**src/hw/ppm_pkg.sv**
```systemverilog
// Purpose: Shared constants and carriers of the port pin function priority mux.
// Assumes: APB register map with 32-bit data, one aligned word per register.
// Notes:   Pin index is port number times eight plus bit number.
package ppm_pkg;

  localparam int PIN_W = 48;

  // Pins that exist on each port; absent bits read as zero.
  localparam logic [47:0] PIN_VALID = 48'h0F1FFF631FCC;

  localparam logic [7:0] OFF_DATA_BASE  = 8'h00;
  localparam logic [7:0] OFF_DIR_BASE   = 8'h18;
  localparam logic [7:0] OFF_PULL_BASE  = 8'h30;
  localparam logic [7:0] OFF_PWM_EN     = 8'h48;
  localparam logic [7:0] OFF_T4_CTRL    = 8'h4C;
  localparam logic [7:0] OFF_IRQ_EN1    = 8'h50;
  localparam logic [7:0] OFF_IRQ_SRC    = 8'h54;
  localparam logic [7:0] OFF_SER_CTRL   = 8'h58;
  localparam logic [7:0] OFF_SER_TXBUF  = 8'h5C;
  localparam logic [7:0] OFF_AN_CHAN    = 8'h60;
  localparam logic [7:0] OFF_CONV_CTRL  = 8'h64;
  localparam logic [7:0] OFF_BUZ_CTRL   = 8'h68;
  localparam logic [7:0] OFF_T3_CTRL    = 8'h6C;
  localparam logic [7:0] OFF_OWN_LO     = 8'h70;
  localparam logic [7:0] OFF_OWN_HI     = 8'h74;
  localparam logic [7:0] OFF_LEVEL_LO   = 8'h78;
  localparam logic [7:0] OFF_LEVEL_HI   = 8'h7C;
  localparam logic [7:0] OFF_OPTION     = 8'h80;

  localparam logic [7:0] PORT_RST = 8'h00;
  localparam logic [7:0] CTRL_RST = 8'h00;

  localparam int BIT_PWM_SEC   = 0;
  localparam int BIT_PWM_PRI   = 1;
  localparam int BIT_FLT_EN    = 2;
  localparam int BIT_T4_RUN    = 0;
  localparam int BIT_T4_CLKS   = 1;
  localparam int BIT_T4_CNTS   = 2;
  localparam int BIT_T4_MODE2  = 3;
  localparam int BIT_EX2       = 0;
  localparam int BIT_EX3       = 1;
  localparam int BIT_EX4       = 2;
  localparam int BIT_RX_EN     = 0;
  localparam int BIT_TX_REL    = 1;
  localparam int BIT_CONV_ON   = 0;
  localparam int BIT_REF_SEL   = 1;
  localparam int POS_CONV_SCH  = 2;
  localparam int BIT_BUZ_EN    = 0;
  localparam int BIT_T3_RUN    = 0;
  localparam int POS_T3_CLKS   = 1;
  localparam logic [1:0] T3_CLKS_PIN = 2'h1;

  localparam int PIN_P02 = 2;
  localparam int PIN_P03 = 3;
  localparam int PIN_P06 = 6;
  localparam int PIN_P07 = 7;
  localparam int PIN_P20 = 16;
  localparam int PIN_P21 = 17;
  localparam int PIN_P25 = 21;
  localparam int PIN_P30 = 24;
  localparam int PIN_P40 = 32;
  localparam int PIN_P44 = 36;
  localparam int PIN_P50 = 40;
  localparam int PIN_P51 = 41;
  localparam int PIN_P52 = 42;
  localparam int PIN_P53 = 43;

  typedef struct packed {
    logic [47:0] out;
    logic [47:0] oe;
    logic [47:0] pu;
  } ppm_pad_t;

  typedef struct packed {
    logic pwm_primary_output;
    logic pwm_secondary_output;
    logic serial_tx_data;
    logic buzzer_output;
  } ppm_src_t;

  typedef struct packed {
    logic       ext_irq_two_input;
    logic       ext_irq_three_input;
    logic       timer_four_control_input;
    logic       serial_rx_data;
    logic       pwm_fault_input;
    logic       timer_three_clock_input;
    logic [3:0] port_four_irq_inputs;
    logic [7:0] analog_switch;
    logic       converter_reference_input;
    logic       oscillator_select;
    logic       reset_pin_select;
    logic       reset_pin_input;
  } ppm_fn_t;

endpackage

```
**src/hw/ppm_pin_mux.sv**
```systemverilog
// Purpose: Priority sharing of 20 of the 30 port pins between peripherals and the plain port.
// Assumes: One clock pclk at 50 MHz; APB slave with no wait states.
// Notes:   Pad drive and peripheral inputs are registered, so ownership changes
//          reach the pins one cycle after the enable bits change.
// Overview of operation
// - Highest ranked enabled function owns a shared pin; lower ones are blocked.
// - Pin passes to the next function only once the higher one switches off.
// - Pull-up follows the same ranking; only the owner's pull-up acts.
// - Direction and pull-up writes are stored but unseen while a function owns the pin, except on interrupt pins, where an output direction ends ownership.
// - Port writes update only the data latch while a function owns the pin.
// - P0.2 carries the secondary PWM output when its enable bit is set.
// - P0.3 carries the primary PWM output at top priority when enabled.
// - Otherwise P0.3 is the timer-four control input under three enable conditions.
// - P0.6 is external interrupt two when enabled and set as input.
// - P0.7 is external interrupt three when enabled and set as input.
// - P2.0 is serial receive with automatic pull-up once receive is enabled.
// - P2.1 becomes serial transmit once software writes the transmit buffer.
// - P2.5 is the PWM fault input when fault enable is set.
// - P3.4-P3.7 go analog when enabled, converter on and channel selected.
// - P4.4 becomes converter reference input when reference select is set.
// - P4.0-P4.3: analog first, then port-four interrupts, then plain port.
// - P5.0-P5.2 become oscillator and reset pins only by code option.
// - P5.3 drives the buzzer output at top priority when buzzer is enabled.
// - Otherwise P5.3 is timer-three clock input with pull-up when selected.
`timescale 1ns/1ps
module ppm_pin_mux (
  input  wire logic             pclk,
  input  wire logic             presetn,
  input  wire logic [7:0]       paddr,
  input  wire logic             psel,
  input  wire logic             penable,
  input  wire logic             pwrite,
  input  wire logic [31:0]      pwdata,
  output logic      [31:0]      prdata,
  output logic                  pready,
  output logic                  pslverr,
  input  wire logic [47:0]      pin_in,
  output ppm_pkg::ppm_pad_t     pad,
  input  wire ppm_pkg::ppm_src_t src,
  output ppm_pkg::ppm_fn_t      fn,
  output logic [47:0]           owned,
  input  wire logic             osc_option_strap,
  input  wire logic             reset_option_strap
);

  logic [47:0]       pin_meta;
  logic [47:0]       pin_sync;
  logic [1:0]        strap_meta;
  logic [1:0]        strap_sync;
  logic [1:0]        strap_wait;
  logic              osc_option;
  logic              reset_option;
  logic [47:0]       data_bits;
  logic [47:0]       pin_direction_bits;
  logic [47:0]       pin_pullup_bits;
  logic [7:0]        pwm_enable_register;
  logic [7:0]        timer_four_control_register;
  logic [7:0]        irq_enable_register_one;
  logic [7:0]        irq_source_enable_register;
  logic [7:0]        serial_control_register;
  logic [7:0]        analog_channel_register;
  logic [7:0]        converter_control_register;
  logic [7:0]        buzzer_control_register;
  logic [7:0]        timer_three_control_register;
  logic              tx_owned;
  logic              wr_en;
  logic              rd_setup;
  logic              addr_hit;
  logic [31:0]       rd_value;
  logic [2:0]        converter_channel_select;
  logic [1:0]        timer_three_clock_select;
  logic              t4_auto_pull;
  logic              t4_active;
  ppm_pkg::ppm_pad_t next_pad;
  ppm_pkg::ppm_fn_t  next_fn;
  logic [47:0]       next_owned;

  assign wr_en    = psel && penable && pwrite;
  assign rd_setup = psel && !penable && !pwrite;
  assign pready   = 1'b1;
  assign pslverr  = psel && penable && !addr_hit;

  assign converter_channel_select = converter_control_register[ppm_pkg::POS_CONV_SCH +: 3];
  assign timer_three_clock_select = timer_three_control_register[ppm_pkg::POS_T3_CLKS +: 2];

  // Pins arrive from outside pclk, so every one is resynchronised first.
  always_ff @(posedge pclk or negedge presetn)
  begin
    if (!presetn)
    begin
      pin_meta <= '0;
      pin_sync <= '0;
    end
    else
    begin
      pin_meta <= pin_in;
      pin_sync <= pin_meta;
    end
  end

  // Code option straps are caught once, after the synchroniser has settled.
  always_ff @(posedge pclk or negedge presetn)
  begin
    if (!presetn)
    begin
      strap_meta   <= 2'h0;
      strap_sync   <= 2'h0;
      strap_wait   <= 2'h0;
      osc_option   <= 1'b0;
      reset_option <= 1'b0;
    end
    else
    begin
      strap_meta <= {reset_option_strap, osc_option_strap};
      strap_sync <= strap_meta;
      if (strap_wait != 2'h3)
      begin
        strap_wait <= strap_wait + 2'h1;
        if (strap_wait == 2'h2)
        begin
          osc_option   <= strap_sync[0];
          reset_option <= strap_sync[1];
        end
      end
    end
  end

  // Port data, direction and pull-up latches always accept writes.
  always_ff @(posedge pclk or negedge presetn)
  begin
    if (!presetn)
    begin
      data_bits          <= {6{ppm_pkg::PORT_RST}};
      pin_direction_bits <= {6{ppm_pkg::PORT_RST}};
      pin_pullup_bits    <= {6{ppm_pkg::PORT_RST}};
    end
    else if (wr_en)
    begin
      for (int p = 0; p < 6; p++)
      begin
        if (paddr == ppm_pkg::OFF_DATA_BASE + 8'(4 * p))
          data_bits[p*8 +: 8] <= pwdata[7:0] & ppm_pkg::PIN_VALID[p*8 +: 8];
        if (paddr == ppm_pkg::OFF_DIR_BASE + 8'(4 * p))
          pin_direction_bits[p*8 +: 8] <= pwdata[7:0] & ppm_pkg::PIN_VALID[p*8 +: 8];
        if (paddr == ppm_pkg::OFF_PULL_BASE + 8'(4 * p))
          pin_pullup_bits[p*8 +: 8] <= pwdata[7:0] & ppm_pkg::PIN_VALID[p*8 +: 8];
      end
    end
  end

  // Enable bits of the sharing peripherals.
  always_ff @(posedge pclk or negedge presetn)
  begin
    if (!presetn)
    begin
      pwm_enable_register          <= ppm_pkg::CTRL_RST;
      timer_four_control_register  <= ppm_pkg::CTRL_RST;
      irq_enable_register_one      <= ppm_pkg::CTRL_RST;
      irq_source_enable_register   <= ppm_pkg::CTRL_RST;
      serial_control_register      <= ppm_pkg::CTRL_RST;
      analog_channel_register      <= ppm_pkg::CTRL_RST;
      converter_control_register   <= ppm_pkg::CTRL_RST;
      buzzer_control_register      <= ppm_pkg::CTRL_RST;
      timer_three_control_register <= ppm_pkg::CTRL_RST;
    end
    else if (wr_en)
    begin
      case (paddr)
        ppm_pkg::OFF_PWM_EN:    pwm_enable_register          <= pwdata[7:0];
        ppm_pkg::OFF_T4_CTRL:   timer_four_control_register  <= pwdata[7:0];
        ppm_pkg::OFF_IRQ_EN1:   irq_enable_register_one      <= pwdata[7:0];
        ppm_pkg::OFF_IRQ_SRC:   irq_source_enable_register   <= pwdata[7:0];
        ppm_pkg::OFF_SER_CTRL:  serial_control_register      <= pwdata[7:0];
        ppm_pkg::OFF_AN_CHAN:   analog_channel_register      <= pwdata[7:0];
        ppm_pkg::OFF_CONV_CTRL: converter_control_register   <= pwdata[7:0];
        ppm_pkg::OFF_BUZ_CTRL:  buzzer_control_register      <= pwdata[7:0];
        ppm_pkg::OFF_T3_CTRL:   timer_three_control_register <= pwdata[7:0];
        default:                ;
      endcase
    end
  end

  // Transmit ownership: a buffer write claims the pin, the release bit frees it.
  // A claim in the same cycle as a release wins, so no transmission is lost.
  always_ff @(posedge pclk or negedge presetn)
  begin
    if (!presetn)
      tx_owned <= 1'b0;
    else if (wr_en && paddr == ppm_pkg::OFF_SER_TXBUF)
      tx_owned <= 1'b1;
    else if (wr_en && paddr == ppm_pkg::OFF_SER_CTRL && pwdata[ppm_pkg::BIT_TX_REL])
      tx_owned <= 1'b0;
  end

  always_comb
  begin
    addr_hit = 1'b1;
    rd_value = 32'h0000_0000;
    case (paddr)
      ppm_pkg::OFF_PWM_EN:    rd_value[7:0] = pwm_enable_register;
      ppm_pkg::OFF_T4_CTRL:   rd_value[7:0] = timer_four_control_register;
      ppm_pkg::OFF_IRQ_EN1:   rd_value[7:0] = irq_enable_register_one;
      ppm_pkg::OFF_IRQ_SRC:   rd_value[7:0] = irq_source_enable_register;
      ppm_pkg::OFF_SER_CTRL:  rd_value[7:0] = {serial_control_register[7:2], tx_owned,
                                               serial_control_register[0]};
      ppm_pkg::OFF_SER_TXBUF: rd_value = 32'h0000_0000;
      ppm_pkg::OFF_AN_CHAN:   rd_value[7:0] = analog_channel_register;
      ppm_pkg::OFF_CONV_CTRL: rd_value[7:0] = converter_control_register;
      ppm_pkg::OFF_BUZ_CTRL:  rd_value[7:0] = buzzer_control_register;
      ppm_pkg::OFF_T3_CTRL:   rd_value[7:0] = timer_three_control_register;
      ppm_pkg::OFF_OWN_LO:    rd_value = owned[31:0];
      ppm_pkg::OFF_OWN_HI:    rd_value[15:0] = owned[47:32];
      ppm_pkg::OFF_LEVEL_LO:  rd_value = pin_sync[31:0] & ppm_pkg::PIN_VALID[31:0];
      ppm_pkg::OFF_LEVEL_HI:  rd_value[15:0] = pin_sync[47:32] & ppm_pkg::PIN_VALID[47:32];
      ppm_pkg::OFF_OPTION:    rd_value[1:0] = {reset_option, osc_option};
      default:
      begin
        addr_hit = 1'b0;
        for (int p = 0; p < 6; p++)
        begin
          if (paddr == ppm_pkg::OFF_DATA_BASE + 8'(4 * p))
          begin
            addr_hit      = 1'b1;
            rd_value[7:0] = data_bits[p*8 +: 8];
          end
          if (paddr == ppm_pkg::OFF_DIR_BASE + 8'(4 * p))
          begin
            addr_hit      = 1'b1;
            rd_value[7:0] = pin_direction_bits[p*8 +: 8];
          end
          if (paddr == ppm_pkg::OFF_PULL_BASE + 8'(4 * p))
          begin
            addr_hit      = 1'b1;
            rd_value[7:0] = pin_pullup_bits[p*8 +: 8];
          end
        end
      end
    endcase
  end

  // Read data is captured in the setup cycle so it stands for the access cycle.
  always_ff @(posedge pclk or negedge presetn)
  begin
    if (!presetn)
      prdata <= 32'h0000_0000;
    else if (rd_setup)
      prdata <= rd_value;
  end

  assign t4_auto_pull = timer_four_control_register[ppm_pkg::BIT_T4_RUN]
                     && timer_four_control_register[ppm_pkg::BIT_T4_CLKS];
  assign t4_active    = t4_auto_pull
                     || (!timer_four_control_register[ppm_pkg::BIT_T4_CLKS]
                         && timer_four_control_register[ppm_pkg::BIT_T4_CNTS])
                     || (timer_four_control_register[ppm_pkg::BIT_T4_RUN]
                         && timer_four_control_register[ppm_pkg::BIT_T4_MODE2]);

  // Ownership resolution: later, higher ranked checks override the port default.
  always_comb
  begin
    next_owned = '0;
    next_pad.out = data_bits & ppm_pkg::PIN_VALID;
    next_pad.oe  = pin_direction_bits & ppm_pkg::PIN_VALID;
    next_pad.pu  = pin_pullup_bits & ~pin_direction_bits & ppm_pkg::PIN_VALID;
    next_fn = '0;
    next_fn.ext_irq_two_input        = 1'b1;
    next_fn.ext_irq_three_input      = 1'b1;
    next_fn.timer_four_control_input = 1'b1;
    next_fn.serial_rx_data           = 1'b1;
    next_fn.pwm_fault_input          = 1'b1;
    next_fn.timer_three_clock_input  = 1'b1;
    next_fn.port_four_irq_inputs     = 4'hF;
    next_fn.reset_pin_input          = 1'b1;
    next_fn.oscillator_select        = osc_option;
    next_fn.reset_pin_select         = reset_option;

    if (pwm_enable_register[ppm_pkg::BIT_PWM_SEC])
    begin
      next_owned[ppm_pkg::PIN_P02] = 1'b1;
      next_pad.out[ppm_pkg::PIN_P02] = src.pwm_secondary_output;
      next_pad.oe[ppm_pkg::PIN_P02]  = 1'b1;
    end

    if (pwm_enable_register[ppm_pkg::BIT_PWM_PRI])
    begin
      next_owned[ppm_pkg::PIN_P03] = 1'b1;
      next_pad.out[ppm_pkg::PIN_P03] = src.pwm_primary_output;
      next_pad.oe[ppm_pkg::PIN_P03]  = 1'b1;
    end
    else if (t4_active)
    begin
      next_owned[ppm_pkg::PIN_P03] = 1'b1;
      next_pad.oe[ppm_pkg::PIN_P03] = 1'b0;
      next_pad.pu[ppm_pkg::PIN_P03] = t4_auto_pull;
      next_fn.timer_four_control_input = pin_sync[ppm_pkg::PIN_P03];
    end

    if (irq_enable_register_one[ppm_pkg::BIT_EX2] && !pin_direction_bits[ppm_pkg::PIN_P06])
    begin
      next_owned[ppm_pkg::PIN_P06] = 1'b1;
      next_fn.ext_irq_two_input = pin_sync[ppm_pkg::PIN_P06];
    end
    if (irq_enable_register_one[ppm_pkg::BIT_EX3] && !pin_direction_bits[ppm_pkg::PIN_P07])
    begin
      next_owned[ppm_pkg::PIN_P07] = 1'b1;
      next_fn.ext_irq_three_input = pin_sync[ppm_pkg::PIN_P07];
    end

    if (serial_control_register[ppm_pkg::BIT_RX_EN])
    begin
      next_owned[ppm_pkg::PIN_P20] = 1'b1;
      next_pad.oe[ppm_pkg::PIN_P20] = 1'b0;
      next_pad.pu[ppm_pkg::PIN_P20] = 1'b1;
      next_fn.serial_rx_data = pin_sync[ppm_pkg::PIN_P20];
    end
    if (tx_owned)
    begin
      next_owned[ppm_pkg::PIN_P21] = 1'b1;
      next_pad.out[ppm_pkg::PIN_P21] = src.serial_tx_data;
      next_pad.oe[ppm_pkg::PIN_P21]  = 1'b1;
    end
    if (pwm_enable_register[ppm_pkg::BIT_FLT_EN])
    begin
      next_owned[ppm_pkg::PIN_P25] = 1'b1;
      next_fn.pwm_fault_input = pin_sync[ppm_pkg::PIN_P25];
    end

    for (int k = 0; k < 8; k++)
    begin
      if (analog_channel_register[k] && converter_control_register[ppm_pkg::BIT_CONV_ON]
          && converter_channel_select == 3'(k))
      begin
        next_fn.analog_switch[k] = 1'b1;
        if (k >= 4)
          next_owned[ppm_pkg::PIN_P30 + k] = 1'b1;
        else
          next_owned[ppm_pkg::PIN_P40 + k] = 1'b1;
      end
      else if (k < 4 && irq_enable_register_one[ppm_pkg::BIT_EX4]
               && irq_source_enable_register[k] && !pin_direction_bits[ppm_pkg::PIN_P40 + k])
      begin
        next_owned[ppm_pkg::PIN_P40 + k] = 1'b1;
        next_fn.port_four_irq_inputs[k] = pin_sync[ppm_pkg::PIN_P40 + k];
      end
    end

    if (converter_control_register[ppm_pkg::BIT_REF_SEL])
    begin
      next_owned[ppm_pkg::PIN_P44] = 1'b1;
      next_fn.converter_reference_input = 1'b1;
    end

    if (osc_option)
    begin
      next_owned[ppm_pkg::PIN_P50] = 1'b1;
      next_owned[ppm_pkg::PIN_P51] = 1'b1;
    end
    if (reset_option)
    begin
      next_owned[ppm_pkg::PIN_P52] = 1'b1;
      next_fn.reset_pin_input = pin_sync[ppm_pkg::PIN_P52];
    end

    if (buzzer_control_register[ppm_pkg::BIT_BUZ_EN])
    begin
      next_owned[ppm_pkg::PIN_P53] = 1'b1;
      next_pad.out[ppm_pkg::PIN_P53] = src.buzzer_output;
      next_pad.oe[ppm_pkg::PIN_P53]  = 1'b1;
    end
    else if (timer_three_control_register[ppm_pkg::BIT_T3_RUN]
             && timer_three_clock_select == ppm_pkg::T3_CLKS_PIN)
    begin
      next_owned[ppm_pkg::PIN_P53] = 1'b1;
      next_pad.oe[ppm_pkg::PIN_P53] = 1'b0;
      next_pad.pu[ppm_pkg::PIN_P53] = 1'b1;
      next_fn.timer_three_clock_input = pin_sync[ppm_pkg::PIN_P53];
    end

    // Owned input-style pins release port drive and port pull-up; the latched
    // direction, pull-up and data values reappear only once ownership ends.
    for (int i = 0; i < 48; i++)
    begin
      if (next_owned[i] && !(i == ppm_pkg::PIN_P02 || i == ppm_pkg::PIN_P21
          || (i == ppm_pkg::PIN_P03 && pwm_enable_register[ppm_pkg::BIT_PWM_PRI])
          || (i == ppm_pkg::PIN_P53 && buzzer_control_register[ppm_pkg::BIT_BUZ_EN])))
      begin
        next_pad.oe[i]  = 1'b0;
        next_pad.out[i] = 1'b0;
        if (!(i == ppm_pkg::PIN_P20 || i == ppm_pkg::PIN_P53
            || (i == ppm_pkg::PIN_P03 && t4_auto_pull)))
          next_pad.pu[i] = 1'b0;
      end
      else if (next_owned[i])
        next_pad.pu[i] = 1'b0;
    end
  end

  // Registered pad and function state; any enable change shows one cycle later.
  always_ff @(posedge pclk or negedge presetn)
  begin
    if (!presetn)
    begin
      pad   <= '0;
      fn    <= '0;
      owned <= '0;
    end
    else
    begin
      pad   <= next_pad;
      fn    <= next_fn;
      owned <= next_owned;
    end
  end

endmodule

```
**config.mk**
```make
export PLATFORM = sky130hd
export DESIGN_NAME = ppm_pin_mux
export DESIGN_NICKNAME = d
export VERILOG_FILES = /design/src/hw/ppm_pkg.sv /design/src/hw/ppm_pin_mux.sv
export SDC_FILE = /design/constraint.sdc
export NUM_CORES = 1
export LEC_CHECK = 0
export BUFFER_PORTS_ARGS = -buffer_cell sky130_fd_sc_hd__buf_2
export CORE_UTILIZATION = 47
export CTS_CLUSTER_DIAMETER = 120
export DETAILED_ROUTE_END_ITERATION = 10
export GPL_ROUTABILITY_DRIVEN = 0
export PLACE_DENSITY = 0.85
export SLEW_MARGIN = 20
export SYNTH_ARGS = -nofsm -noshare
export SYNTH_HDL_FRONTEND = slang
export SYNTH_SLANG_ARGS = --single-unit
```
**constraint.sdc**
```tcl
create_clock -name pclk -period 1.4 [get_ports pclk]
set_clock_uncertainty 0.1 [all_clocks]
set_input_delay 0 -clock pclk [delete_from_list [all_inputs] [get_ports pclk]]
set_output_delay 0 -clock pclk [all_outputs]
set_load 0.02 [all_outputs]
```
==> flow_metrics.tcl <==
set metrics [dict create \
    failed_checks "negative hold slack, negative setup slack" \
    timing.rr.end "prdata[3]" \
    critPathTopFamily "buffers and inverters" \
    synthesis.area_um2 15200 \
    drive_above_1_share_pct 49.0 \
    rows 65 \
    n_fill_cell 2064 \
    die_h_um 182 \
    hold_end "tx_owned" \
    crit_buf_inv 4 \
    synthCells 1158 \
    reg2reg_depth 5 \
    initial_core_util_pct 48.0 \
    insertion_delay_ps 530 \
    dp_hpwl_mm 32.2 \
    antenna_found_initial 1 \
    slew_viol_final 0 \
    critical_path_class "in -> out" \
    synth_cell_types 66 \
    reg2reg_setup_slack_ps -370 \
    peakVddDrop_mv 0.931 \
    setup_viol 62 \
    grt.total_usage_pct 29.0 \
    cp.arrival_ps 1710 \
    fin_nets 1764 \
    dr.pass1.iters 8 \
    postSynth.asyncResetShare_pct 100 \
    ys.flop_type "dfrtp_1" \
    share_seq_of_total_power_pct 48.6 \
    io_pins 347 \
    crit-reg2reg-launch "pin_direction_bits[27]" \
    pre_cts_slack_ps -663 \
    yosysWarnings 0 \
    core_region_area_um2 31700 \
    cp-start-kind "primary input" \
    syn_avg_cell_area_um2 13.2 \
    drv_cap 0 \
    min_period_ps 1810 \
    crit_top_cell "buf_4" \
    cts_tree "done" \
    hp-start "paddr[0]" \
    drt_iter0_markers 1510 \
    synth.area.top_cells "dfrtp_1 62%, mux2_2 12%, buf_4 5.0%" \
    cp-end-kind "output pin" \
    vias 12400 \
    p_comb_share_pct 8.2 \
    p_switching_mw 5.70 \
    dieWidth_um 182 \
    whs_ps -31.9 \
    post-synth-top-count-cell "dfrtp_1" \
    drc 0 \
    clock_sinks 379 \
    first_global_vias 12300 \
    via_per_inst 5.91 \
    overflow 0 \
    cpPeakStageDelay_ps 540 \
    synth.top_cell.area_share_pct 62.3 \
    regArea_um2 9490 \
    min_path_type "in -> reg" \
    power_density_nw_per_um2 1130 \
    synth_edf_count 0 \
    hold_buffers 51 \
    internal_power_mw 17.8 \
    hold_viol 19 \
    ys_top_cells_by_count "379 x dfrtp_1, 165 x mux2_2, 101 x buf_4, 66 x nand2_1, 54 x nor2_1" \
    fmax_mhz 553 \
    pwr-share-clk_pct 43.2 \
    h-tree-depth 2 \
    crit_path_max_fanout 11 \
    status "complete, but fails checks" \
    grt_pass1_wl_mm 72.9 \
    worst_path_max_delay_cell "nor4_4" \
    setup_ws_ps -408 \
    relSlewSlack_pct 56.3 \
    area_growth_pct 37.2 \
    yosysTopAreaCell "dfrtp_1" \
    clk_pin_slew_ps 70 \
    timing.final.crit_share_pct 129 \
    grt_max_degree 84 \
    switching_share_pct 24.2 \
    cts-root-buf "clkbuf_16" \
    total_power_mw 23.5 \
    die_area_um2 33100 \
    synth-seq-area-share_pct 62.3 \
    cts_buffers 39 \
    cp_data_required_time_ps 1300 \
    clk_path_buf_depth 3 \
    synth-seq-cells 379 \
    hold_depth 5 \
    tightest_slew_ps 653 \
    routed_wl_mm 51.5 \
    leakagePower_nw 10.9 \
    post_dp_cell_area_um2 18100 \
    design_area_um2 20900 \
    routedWlPerCell_um 24.6 \
    fin_setup_tns_ps -5960 \
    port_buffers 214 \
    ant_nets 0 \
    crit_chain "buf_4, buf_4, nor4_4, buf_4, nor3_2, a21oi_1, a211o_1, nor4_4, buf_4" \
    rsz0062_at_grt "yes" \
    multiInputGateArea_um2 5810 \
]
[layout make-up]
type                    instances  share of cell area, %
diodes                          1                 0.0120
clock inverters                12                  0.461
repair buffers                517                   18.1
well taps                     402                   2.41
multi-input cells             709                   27.8
inverters                      17                  0.305
clock buffers                  57                   5.52
flip-flops and latches        379                   45.4
[power by group through the flow]
| stage | clock [mW] | sequential [mW] | combinational [mW] |
|---|---|---|---|
| 2_1_floorplan | 0 | 11.7 | 0.861 |
| 3_3_place_gp | 0 | 11.6 | 1.59 |
| 3_5_place_dp | 0 | 11.6 | 1.63 |
| 4_1_cts | 10.2 | 11.4 | 1.81 |
| 5_1_grt | 10.8 | 11.4 | 2.05 |
| 6_report | 10.2 | 11.4 | 1.93 |
[layer usage]
layer | part of all wire (%) | track usage, % | vias up | routed length [um]
met4 | 7.1 | 15.1 | 0 | 3680
met5 | 0 | 0 | - | 0
met2 | 46 | 45.5 | 1014 | 23500
met3 | 11 | 7.90 | 316 | 5890
li1 | - | - | 4966 | -
met1 | 36 | 36.9 | 6083 | 18400
[worst max-delay path by stage]
stage                 startpoint   endpoint  depth (start not counted)
finish                  paddr[6]    pslverr                          9
global route            paddr[6]    pslverr                          9
CTS                 data_bits[9]  prdata[1]                          6
detailed placement      paddr[4]    pslverr                          9
global placement        paddr[1]  prdata[1]                          8
floorplan               paddr[1]  prdata[1]                          8
[worst reg2reg max path: cells and delay by family (launching register included)]
kind,cells,cell delay [ps]
simple gates,2,410
compound gates,3,760
flops,1,400
[cells in the final DEF, fill, tap and decap left out, types with 6 or more instances in the layout]
| cell | count |
|---|---|
| a21o_1 | 8 |
| a21oi_1 | 11 |
| a221oi_1 | 10 |
| a221oi_2 | 6 |
| a222oi_1 | 13 |
| a22oi_1 | 30 |
| and2_1 | 9 |
| buf_12 | 12 |
| buf_2 | 204 |
| buf_4 | 220 |
| buf_6 | 28 |
| clkbuf_1 | 7 |
| clkbuf_16 | 39 |
| clkbuf_8 | 11 |
| clkinv_2 | 8 |
| conb_1 | 90 |
| dfrtp_1 | 376 |
| dlygate4sd3_1 | 50 |
| inv_1 | 15 |
| mux2_2 | 160 |
| nand2_1 | 47 |
| nand2_2 | 13 |
| nand2_4 | 8 |
| nand2b_1 | 8 |
| nand3_1 | 14 |
| nor2_1 | 36 |
| nor2_2 | 8 |
| nor2_4 | 23 |
| nor2b_1 | 28 |
| nor3_1 | 7 |
| nor3b_1 | 11 |
| o21ai_0 | 12 |
| o22ai_1 | 11 |
[flip-flops by register name, indices dropped and copies added, names as in the netlist, 16 cells and up]
name / flops
owned: 16
pin_sync: 30
pin_meta: 30
pin_pullup_bits: 30
pin_direction_bits: 30
fn: 18
pad: 90
prdata: 25
data_bits: 30
[timing repair]
item,4_1_cts,5_1_grt
gates resized for setup,70,71
endpoints found under the hold margin,482,1
setup endpoints to repair,38,200
setup buffers,22,28
pin swaps,33,38
[cell families after synthesis]
logic type | Yosys count | synth area share, %
flip-flops | 379 | 62.3
multiplexers | 167 | 12.3
AO/OA/AOI/OAI | 157 | 7.80
buffers and inverters | 158 | 6.54
other | 2 | 0.0493
adder cells (fa/ha/maj) | 2 | 0.164
XOR/XNOR | 1 | 0.0575
AND/OR/NAND/NOR | 292 | 10.8
[stage by stage]
step | utilization (%) | instances
finish | 65.9 | 2094
global route | 65.9 | 2093
CTS | 64.2 | 2066
detailed placement | 57.2 | 1925
global placement | 57.2 | 1925
floorplan | - | 1246
No activity file was read; power rests on OpenSTA's default activity.
